[config.mk]
export PLATFORM = sky130hd
export DESIGN_NAME = isf_flags
export DESIGN_NICKNAME = d
export VERILOG_FILES = /design/src/hdl/isf_pkg.sv /design/src/hdl/isf_line_watch.sv /design/src/hdl/isf_flags.sv
export SDC_FILE = /design/constraint.sdc
export NUM_CORES = 1
export LEC_CHECK = 0
export ABC_AREA = 0
export BUFFER_PORTS_ARGS = -buffer_cell sky130_fd_sc_hd__clkbuf_2
export CORE_AREA = 2 2 83 85
export CTS_CLUSTER_SIZE = 20
export DETAILED_ROUTE_END_ITERATION = 7
export DIE_AREA = 0 0 85 87
export MAX_ROUTING_LAYER = met4
export PLACE_DENSITY = 0.75
export SLEW_MARGIN = 20
export SYNTH_ARGS = -nofsm -noshare
export SYNTH_HDL_FRONTEND = slang
export SYNTH_HIERARCHICAL = 1
export SYNTH_SLANG_ARGS = --single-unit
[constraint.sdc]
create_clock -name ref_clk -period 1.2 [get_ports ref_clk]
set_input_delay 0.36 -clock ref_clk [delete_from_list [all_inputs] [get_ports ref_clk]]
set_output_delay 0.36 -clock ref_clk [all_outputs]
set_load 0.05 [all_outputs]
[src/hdl/isf_pkg.sv]
/*
  Constants and carrier types for the bus event flag block of an I2C interface.
  Assumes a single 10 MHz system clock and a 32-bit Avalon-MM register port.
*/
package isf_pkg;

  localparam int CLK_PERIOD_NS = 100;
  localparam int LINK_PERIOD_NS = 800;
  localparam int LINK_SAMPLES = LINK_PERIOD_NS / CLK_PERIOD_NS;

  localparam logic [3:0] OFS_FLAGS = 4'h0;
  localparam logic [3:0] OFS_EVT_STATUS = 4'h4;
  localparam logic [3:0] OFS_EVT_MASK = 4'h8;

  localparam int BIT_ERR_HALT = 7;
  localparam int BIT_NORM_STOP = 6;
  localparam int BIT_XFER_REQ = 5;
  localparam int BIT_SECOND_MATCH = 4;
  localparam int BIT_ARB_LOST = 3;
  localparam int BIT_OWN_MATCH = 2;
  localparam int BIT_GENERAL_CALL = 1;
  localparam int BIT_ACK = 0;

  localparam logic [7:0] FLAGS_RESET = 8'h00;
  localparam logic [7:0] EVT_RESET = 8'h00;
  localparam logic [7:0] MASK_RESET = 8'h00;
  localparam logic [7:0] GENERAL_CALL_ADDR = 8'h00;
  localparam logic [7:0] FLAG_BITS = 8'hFE;

  typedef struct packed {
    logic scl_rise;
    logic scl_fall;
    logic start_seen;
    logic stop_seen;
    logic sda_level;
  } isf_line_t;

  typedef struct packed {
    logic master_mode;
    logic transmit_select;
    logic frame_busy;
    logic primary_format_select;
    logic second_format_select;
  } isf_mode_t;

endpackage : isf_pkg

[src/hdl/isf_line_watch.sv]
/*
  Samples the SCL and SDA pins on the system clock and reports the SCL edges
  and the start and stop conditions as one-cycle pulses.
  Assumes the link clock is at least a few system clocks long per phase.
*/
`timescale 1ns/10ps
module isf_line_watch (
  input wire logic ref_clk,
  input wire logic rst_n,
  input wire logic scl_pin,
  input wire logic sda_pin,
  output isf_pkg::isf_line_t line
);

  logic [1:0] scl_sync_r;
  logic [1:0] sda_sync_r;
  logic scl_last_r;
  logic sda_last_r;
  isf_pkg::isf_line_t line_r;

  // Only the second stage of each synchroniser feeds the edge logic.
  always_ff @(posedge ref_clk or negedge rst_n) begin
    if (!rst_n) begin
      scl_sync_r <= 2'h3;
      sda_sync_r <= 2'h3;
    end else begin
      scl_sync_r <= {scl_sync_r[0], scl_pin};
      sda_sync_r <= {sda_sync_r[0], sda_pin};
    end
  end

  always_ff @(posedge ref_clk or negedge rst_n) begin
    if (!rst_n) begin
      scl_last_r <= 1'h1;
      sda_last_r <= 1'h1;
    end else begin
      scl_last_r <= scl_sync_r[1];
      sda_last_r <= sda_sync_r[1];
    end
  end

  always_ff @(posedge ref_clk or negedge rst_n) begin
    if (!rst_n) begin
      line_r <= '0;
    end else begin
      line_r.scl_rise <= scl_sync_r[1] & ~scl_last_r;
      line_r.scl_fall <= ~scl_sync_r[1] & scl_last_r;
      line_r.start_seen <= scl_sync_r[1] & scl_last_r & ~sda_sync_r[1] & sda_last_r;
      line_r.stop_seen <= scl_sync_r[1] & scl_last_r & sda_sync_r[1] & ~sda_last_r;
      line_r.sda_level <= sda_sync_r[1];
    end
  end

  assign line = line_r;

endmodule : isf_line_watch

[src/hdl/isf_flags.sv]
/*
  Status and acknowledge flag logic of an I2C bus interface, with its own
  Avalon-MM register port and one level interrupt.
  Assumes the transfer engine supplies mode levels, address frames, transfer
  done pulses and data register access pulses on the same clock.
*/
`timescale 1ns/10ps
module isf_flags (
  input wire logic ref_clk,
  input wire logic rst_n,
  input wire logic hw_standby,
  input wire logic [3:0] avs_address,
  input wire logic avs_read,
  input wire logic avs_write,
  input wire logic [31:0] avs_writedata,
  output logic [31:0] avs_readdata,
  output logic avs_waitrequest,
  output logic irq,
  input wire logic scl_pin,
  input wire logic sda_pin,
  input wire logic internal_sda,
  input wire logic internal_scl,
  input isf_pkg::isf_mode_t mode,
  input wire logic [6:0] own_addr,
  input wire logic [6:0] second_addr,
  input wire logic addr_frame_valid,
  input wire logic [7:0] addr_frame,
  input wire logic transmit_empty_set,
  input wire logic receive_full_set,
  input wire logic ack_capture,
  input wire logic data_reg_write,
  input wire logic data_reg_read,
  input wire logic main_interrupt_clear,
  output logic main_interrupt_set,
  output logic ack_drive
);

  isf_pkg::isf_line_t line;
  logic [7:0] flags_r;
  logic [7:0] flags_nxt;
  logic [7:0] seen_r;
  logic [7:0] seen_nxt;
  logic [7:0] evt_r;
  logic [7:0] mask_r;
  logic ack_rx_r;
  logic ack_sw_r;
  logic bus_ack_r;
  logic [31:0] readdata_r;
  logic main_set_r;
  logic [7:0] set_vec;
  logic [7:0] clr_vec;
  logic [7:0] sw_clr;
  logic [7:0] status_view;
  logic slave_rx;
  logic data_clr;
  logic wr_take;
  logic rd_take;

  function automatic logic addr_match(input logic [7:0] frame, input logic [6:0] addr);
    addr_match = (frame[7:1] == addr);
  endfunction : addr_match

  function automatic logic reg_hit(input logic [3:0] adr, input logic [3:0] ofs);
    reg_hit = (adr == ofs);
  endfunction : reg_hit

  isf_line_watch u_line_watch (
    .ref_clk(ref_clk),
    .rst_n(rst_n),
    .scl_pin(scl_pin),
    .sda_pin(sda_pin),
    .line(line)
  );

  // One wait state per access: the first cycle prepares read data, the
  // second one completes the transfer with waitrequest low.
  always_ff @(posedge ref_clk or negedge rst_n) begin
    if (!rst_n) begin
      bus_ack_r <= 1'h0;
    end else begin
      bus_ack_r <= (avs_read | avs_write) & ~bus_ack_r;
    end
  end

  assign avs_waitrequest = (avs_read | avs_write) & ~bus_ack_r;
  assign wr_take = avs_write & bus_ack_r;
  assign rd_take = avs_read & bus_ack_r;

  always_comb begin
    status_view = flags_r;
    status_view[isf_pkg::BIT_ACK] = mode.transmit_select ? ack_rx_r : ack_sw_r;
  end

  // Unmapped addresses read as zero and ignore writes.
  always_ff @(posedge ref_clk or negedge rst_n) begin
    if (!rst_n) begin
      readdata_r <= 32'h0000_0000;
    end else if (avs_read & ~bus_ack_r) begin
      if (reg_hit(avs_address, isf_pkg::OFS_FLAGS)) begin
        readdata_r <= {24'h00_0000, status_view};
      end else if (reg_hit(avs_address, isf_pkg::OFS_EVT_STATUS)) begin
        readdata_r <= {24'h00_0000, evt_r};
      end else if (reg_hit(avs_address, isf_pkg::OFS_EVT_MASK)) begin
        readdata_r <= {24'h00_0000, mask_r};
      end else begin
        readdata_r <= 32'h0000_0000;
      end
    end
  end

  assign avs_readdata = readdata_r;

  assign slave_rx = ~mode.master_mode & ~mode.transmit_select;
  assign data_clr = (data_reg_write & mode.transmit_select) | (data_reg_read & ~mode.transmit_select);

  always_comb begin
    set_vec = 8'h00;
    set_vec[isf_pkg::BIT_ERR_HALT] = line.stop_seen & ~mode.master_mode & mode.frame_busy;
    set_vec[isf_pkg::BIT_NORM_STOP] = line.stop_seen & ~mode.master_mode & ~mode.frame_busy;
    set_vec[isf_pkg::BIT_XFER_REQ] = (transmit_empty_set | receive_full_set)
      & (mode.master_mode | flags_r[isf_pkg::BIT_SECOND_MATCH]);
    set_vec[isf_pkg::BIT_SECOND_MATCH] = addr_frame_valid & slave_rx & ~mode.second_format_select
      & addr_match(addr_frame, second_addr);
    set_vec[isf_pkg::BIT_ARB_LOST] = mode.master_mode & mode.transmit_select
      & ((line.scl_rise & (internal_sda != line.sda_level))
      | (line.scl_fall & internal_scl));
    set_vec[isf_pkg::BIT_OWN_MATCH] = addr_frame_valid & slave_rx & ~mode.primary_format_select
      & (addr_match(addr_frame, own_addr) | (addr_frame == isf_pkg::GENERAL_CALL_ADDR));
    set_vec[isf_pkg::BIT_GENERAL_CALL] = addr_frame_valid & slave_rx
      & (~mode.primary_format_select | ~mode.second_format_select)
      & (addr_frame == isf_pkg::GENERAL_CALL_ADDR);
  end

  // A zero write only clears a flag that software has already seen as one.
  always_comb begin
    sw_clr = 8'h00;
    if (wr_take & reg_hit(avs_address, isf_pkg::OFS_FLAGS)) begin
      sw_clr = ~avs_writedata[7:0] & seen_r & isf_pkg::FLAG_BITS;
    end
  end

  always_comb begin
    clr_vec = sw_clr;
    clr_vec[isf_pkg::BIT_ERR_HALT] = sw_clr[isf_pkg::BIT_ERR_HALT] | main_interrupt_clear;
    clr_vec[isf_pkg::BIT_NORM_STOP] = sw_clr[isf_pkg::BIT_NORM_STOP] | main_interrupt_clear;
    clr_vec[isf_pkg::BIT_XFER_REQ] = sw_clr[isf_pkg::BIT_XFER_REQ] | main_interrupt_clear;
    clr_vec[isf_pkg::BIT_SECOND_MATCH] = sw_clr[isf_pkg::BIT_SECOND_MATCH] | line.start_seen
      | mode.master_mode;
    clr_vec[isf_pkg::BIT_ARB_LOST] = sw_clr[isf_pkg::BIT_ARB_LOST] | data_clr;
    clr_vec[isf_pkg::BIT_OWN_MATCH] = sw_clr[isf_pkg::BIT_OWN_MATCH] | data_clr | mode.master_mode;
    clr_vec[isf_pkg::BIT_GENERAL_CALL] = sw_clr[isf_pkg::BIT_GENERAL_CALL] | data_clr
      | mode.master_mode;
  end

  // A set in the same cycle as any clr_vec clear wins, so only hw_standby drops an event.
  assign flags_nxt = (set_vec | (flags_r & ~clr_vec)) & isf_pkg::FLAG_BITS;

  always_ff @(posedge ref_clk or negedge rst_n) begin
    if (!rst_n) begin
      flags_r <= isf_pkg::FLAGS_RESET;
    end else if (hw_standby) begin
      flags_r <= isf_pkg::FLAGS_RESET;
    end else begin
      flags_r <= flags_nxt;
    end
  end

  // The seen mark is dropped by every new set, so a late event needs another read.
  always_comb begin
    seen_nxt = seen_r;
    if (rd_take & reg_hit(avs_address, isf_pkg::OFS_FLAGS)) begin
      seen_nxt = seen_r | (readdata_r[7:0] & flags_r);
    end
    seen_nxt = seen_nxt & ~set_vec & flags_nxt & isf_pkg::FLAG_BITS;
  end

  always_ff @(posedge ref_clk or negedge rst_n) begin
    if (!rst_n) begin
      seen_r <= 8'h00;
    end else if (hw_standby) begin
      seen_r <= 8'h00;
    end else begin
      seen_r <= seen_nxt;
    end
  end

  // The request flag and the main interrupt rise at the same edge.
  always_ff @(posedge ref_clk or negedge rst_n) begin
    if (!rst_n) begin
      main_set_r <= 1'h0;
    end else begin
      main_set_r <= set_vec[isf_pkg::BIT_XFER_REQ] & ~hw_standby;
    end
  end

  assign main_interrupt_set = main_set_r;

  always_ff @(posedge ref_clk or negedge rst_n) begin
    if (!rst_n) begin
      ack_rx_r <= 1'h0;
    end else if (hw_standby) begin
      ack_rx_r <= 1'h0;
    end else if (ack_capture & mode.transmit_select) begin
      ack_rx_r <= line.sda_level;
    end
  end

  always_ff @(posedge ref_clk or negedge rst_n) begin
    if (!rst_n) begin
      ack_sw_r <= 1'h0;
    end else if (hw_standby) begin
      ack_sw_r <= 1'h0;
    end else if (wr_take & reg_hit(avs_address, isf_pkg::OFS_FLAGS)) begin
      ack_sw_r <= avs_writedata[isf_pkg::BIT_ACK];
    end
  end

  assign ack_drive = ack_sw_r;

  // Interrupt events: sticky, write one to clear, set beats clear.
  always_ff @(posedge ref_clk or negedge rst_n) begin
    if (!rst_n) begin
      evt_r <= isf_pkg::EVT_RESET;
    end else if (hw_standby) begin
      evt_r <= isf_pkg::EVT_RESET;
    end else if (wr_take & reg_hit(avs_address, isf_pkg::OFS_EVT_STATUS)) begin
      evt_r <= set_vec | (evt_r & ~avs_writedata[7:0]);
    end else begin
      evt_r <= evt_r | set_vec;
    end
  end

  always_ff @(posedge ref_clk or negedge rst_n) begin
    if (!rst_n) begin
      mask_r <= isf_pkg::MASK_RESET;
    end else if (wr_take & reg_hit(avs_address, isf_pkg::OFS_EVT_MASK)) begin
      mask_r <= avs_writedata[7:0] & isf_pkg::FLAG_BITS;
    end
  end

  assign irq = |(evt_r & mask_r);
endmodule : isf_flags

# Yosys cells after proc, flatten, opt, wreduce, memory -nomap -nowiden
# Cells that the tools add are included.
[word_totals]
inputBits = 79
regBits = 78
out_inout_bits = 36
[op_classes]
bitwise_logic = 77
n_eq_ne = 5
n_reduce_logical = 5
mux = 14
[op_table]
columns = ["cell", "count"]
rows = [
  ["$mux W8", 8],
  ["$and A8 B8 Y8", 7],
  ["$and A1 B1 Y1", 35],
  ["$mux W32", 1],
  ["$or A8 B8 Y8", 4],
  ["$not A8 Y8", 3],
  ["$or A1 B1 Y1", 17],
  ["$eq A7 B7 Y1", 2],
  ["$not A1 Y1", 11],
  ["$logic_not A8 Y1", 1],
  ["$reduce_or A8 Y1", 1],
  ["$mux W1", 5],
  ["$eq A4 B3 Y1 const B", 1],
  ["$eq A4 B4 Y1 const B", 1],
  ["$logic_not A4 Y1", 1],
  ["$reduce_bool A2 Y1", 2],
  ["$ne A1 B1 Y1", 1],
]

# Logic depth before layout (Yosys ltp)
[depth]
ltp_word = 10
mapped_depth = 7

# Modules after synthesis
# The synthesis kept the hierarchy.
[modules_own_cells]
columns = ["mod", "instances", "area_per_inst_um2", "seq_area_each_um2", "cells_each"]
rows = [
  ["isf_flags", 1, 2423.6, 1026.0, 247],
  ["isf_line_watch", 1, 315.3, 282.8, 15],
]

# Worst setup path after synthesis
# OpenSTA, ideal clock, no wires.
[synth_timing]
path_kind = "reg-to-output"
startpoint = "register evt_r[5]"
endpoint = "output port irq"
n_path_buf = 0
stages_incl_launch_ff = 3
t_arrival_ns = 1.119
setup_slack_ns = -0.279
path_cell_list = "dfrtp_1 > a222oi_1 > nand3_1"
[synth_between]
elab_chain_cells = 2
[synth_lines]
columns = ["item", "line", "text"]
rows = [
  ["start: declaration", "isf_flags.sv:43", "logic [7:0] evt_r;"],
  ["start signal: assignment", "isf_flags.sv:223", "evt_r <= isf_pkg::EVT_RESET;"],
  ["start signal: assignment", "isf_flags.sv:225", "evt_r <= isf_pkg::EVT_RESET;"],
  ["start signal: assignment", "isf_flags.sv:227", "evt_r <= set_vec | (evt_r & ~avs_writedata[7:0]);"],
  ["$and A8 B8 Y8", "isf_flags.sv:241", "assign irq = |(evt_r & mask_r);"],
  ["$reduce_or A8 Y1", "isf_flags.sv:241", ""],
  ["end: declaration", "isf_flags.sv:18", "output logic irq,"],
]
# No other way between the ends.

# Final worst setup path
# Same ends and word-level chain as after synthesis.

==> results.txt <==
status -> finished with violations
violated checks -> setup timing
Reg2Reg Depth -> 5
final worst slack -> -0.618 ns
most frequent cells in the layout -> clkbuf_2, buf_4, dfrtp_1
Clock transition at path regs -> 0.10 ns
gpl congestion -> 0.852
GRT Total Usage -> 21.1%
reg2reg setup slack -> -0.29 ns
CTS H-tree lvls -> 2
Setup Viol. Count Final -> 50
Internal Power -> 2.68 mW
synthesized instance count -> 262
root buffer cell -> clkbuf_8
static leakage -> 1.91 nW
first-pass GRT wire length -> 12,000 um
maxcap violations -> 0
period utilization -> 152%
Fillers -> 544
NetSw -> 1.26 mW
Worst VDD drop -> 0.000669 V
Syn Area/Cell -> 10.5 um2
Hold Path Class -> primary input to asynchronous set/reset pin
Yosys reg bits -> 52
n_diodes -> 0
die width -> 85 um
Worst Setup SP -> evt_r[5]
FP Rows -> 30
DRC viols -> 0
synth unique cells -> 54
Clock power frac -> 26.3%
Die ar. -> 7400 um2
vias in the first global route -> 2,568
Critical R2R Capture -> flags_r[7]
core area -> 6570 um2
count of flip-flops with a built-in enable after synthesis -> 0
Post-DP HPWL -> 5440 um
# hold bufs at CTS -> 0
antenna violations before repair -> 0
share of layout cells above drive strength 1 -> 48.2%
crit-path max FO -> 3
CTS Buf Count -> 5
Critical Path End Type -> output pin
Seq pwr share -> 48.6%
Routed Antenna Nets -> 0
launch point of the worst reg-to-reg path -> bus_ack_r
Initial Util -> 41.7%
critical path arrival -> 1.46 ns
WL per Instance -> 15.6 um
WP data required -> 0.84 ns
Max Freq -> 550 MHz
clock skew -> 0.00677 ns
register area share after synthesis -> 47.8%
worst setup path end -> irq
Yosys warning total -> 6
Chip Height -> 87 um
critical path launch point type -> register
area growth from synthesis to final layout -> 46.0%
layout net count -> 466
Skew-Pair Late Insertion Delay -> 0.31 ns
drt first pass iters -> 4
Max Buffers Root-to-Sink -> 2
Vias/cell -> 5.26
Via Count -> 2,464
fin crit period -> 1.82 ns
total grt overflow -> 0
Comb power frac -> 25.1%
RSZ-0062 raised after global routing -> true
commonest non-fill, non-tap cell in the layout -> clkbuf_2
iteration-0 DRC count of the detailed router -> 153
fin util -> 60.9%
Main synth FF type -> dfrtp_1
CTS tree -> done
pre-CTS setup slack -> -0.346 ns
max-slew violation count -> 0
critical path class -> register to output pin
Synth Cell Area -> 2740 um2
Post-synth ARST share -> 100%
power per cell area -> 985 nW/um2
Net Sw Frac -> 31.9%
final hold violation count -> 0
port bufs -> 66
DRT Wirelength -> 7320 um
largest net degree at the start of global routing -> 49
clock sinks -> 52
I/O pins -> 115
-- kinds of logic (layout without fill, tap and decap cells) --
family / Yosys count / in the layout / synth area share [%]
AOI/OAI and AO/OA: 68 / 68 / 16.5
xor gates and xnor gates: 15 / 15 / 4.80
buffers and inverters: 48 / 151 / 10.9
DFF: 52 / 52 / 47.8
muxes: 10 / 10 / 3.88
other: 1 / 24 / 0.137
and+or+nand+nor: 68 / 68 / 16.0
-- power groups by stage --
stage / logic (mW) / registers, mW / clock network, mW
6_report: 0.990 / 1.91 / 1.03
5_1_grt: 1.06 / 1.93 / 1.13
4_1_cts: 0.946 / 1.91 / 1.05
3_5_place_dp: 0.869 / 1.94 / 0
3_3_place_gp: 0.852 / 1.94 / 0
2_1_floorplan: 0.512 / 1.97 / 0
-- critical path, stage by stage (launching register included) --
cell,delay (ns)
dfrtp_1,0.41
a222oi_1,0.42
nand3_2,0.15
buf_8,0.17
-- synthesized netlist by cell type (2+ instances only) --
master | instances | area (um2)
nor4b_2 | 2 | 30.0
nor2b_1 | 3 | 18.8
o311ai_2 | 2 | 32.5
o21ai_0 | 19 | 95.1
buf_2 | 2 | 10.0
nand3_1 | 7 | 35.0
buf_4 | 26 | 195
clkbuf_1 | 2 | 7.51
dfrtp_1 | 46 | 1150
inv_1 | 16 | 60.1
nand2_1 | 22 | 82.6
o21ai_1 | 4 | 20.0
nand4_1 | 2 | 12.5
o311ai_1 | 4 | 35.0
dfstp_2 | 6 | 158
nor2_1 | 8 | 30.0
and4b_1 | 2 | 20.0
mux2i_1 | 8 | 80.1
a22o_1 | 8 | 70.1
nor3b_1 | 3 | 22.5
a22oi_1 | 2 | 15.0
xnor2_1 | 3 | 26.3
a311oi_1 | 2 | 17.5
a21oi_1 | 14 | 70.1
nor4_1 | 3 | 18.8
xor2_1 | 12 | 105
a31oi_1 | 7 | 43.8
-- final cells by class --
cell class | instances | area, um2 | area share (%)
clock buffer | 5 | 68.8 | 1.72
clock inverter | 3 | 22.5 | 0.563
inverter | 16 | 60.1 | 1.50
multi-input combinational | 185 | 1470 | 36.8
sequential | 52 | 1310 | 32.7
tap | 80 | 100 | 2.50
timing repair buffer | 127 | 968 | 24.2
-- flip-flops by register name, indices dropped and copies added, names as in the netlist --
name,count
avs_readdata,8
evt_r,8
flags_r,7
mask_r,7
seen_r,7
u_line_watch/line,5
u_line_watch/scl_sync_r,2
u_line_watch/sda_sync_r,2
ack_drive,1
ack_rx_r,1
bus_ack_r,1
main_interrupt_set,1
u_line_watch/scl_last_r,1
u_line_watch/sda_last_r,1
-- routing by layer --
metal | global-route usage, % | wire, um | up-vias
met4 | 8.37 | 162 | 0
met3 | 3.22 | 331 | 18
li1 | - | - | 1137
met5 | - | 0 | -
met2 | 36.5 | 3940 | 78
met1 | 24.8 | 2880 | 1231
-- worst min path at each step --
stage	cells after the start	endpoint	startpoint	slack [ns]
after global routing	1	u_line_watch/scl_last_r	rst_n	0.04
after CTS	1	u_line_watch/scl_sync_r[0]	rst_n	0.04
after detailed placement	0	u_line_watch/scl_sync_r[1]	u_line_watch/scl_sync_r[0]	0.35
after floorplan	0	ack_drive	rst_n	0.06
after global placement	0	u_line_watch/sda_sync_r[1]	u_line_watch/sda_sync_r[0]	0.35
final	1	u_line_watch/scl_sync_r[1]	rst_n	0.05
-- timing repair --
| action | CTS | global route |
|---|---|---|
| resized for setup | 41 | 28 |
| hold endpoints to repair | 0 | 0 |
| buffers inserted | 13 | 4 |
| endpoints found under the setup margin | 48 | 50 |
| pin swaps | 21 | 6 |
-- metrics by stage --
stage | instances | hold WS [ns] | area (um2) | TNS (ns) | power [mW]
after floorplan | 285 | 0.0644 | 3020 | -2.11 | 2.48
after global placement | 443 | 0.347 | 3550 | -8.94 | 2.79
after detailed placement | 443 | 0.349 | 3550 | -9.78 | 2.81
after CTS | 464 | 0.0447 | 3890 | -7.59 | 3.91
after global routing | 468 | 0.0422 | 4000 | -10.49 | 4.12
final | 468 | 0.0470 | 4000 | -8.34 | 3.94
No activity file was read; power rests on OpenSTA's default activity.
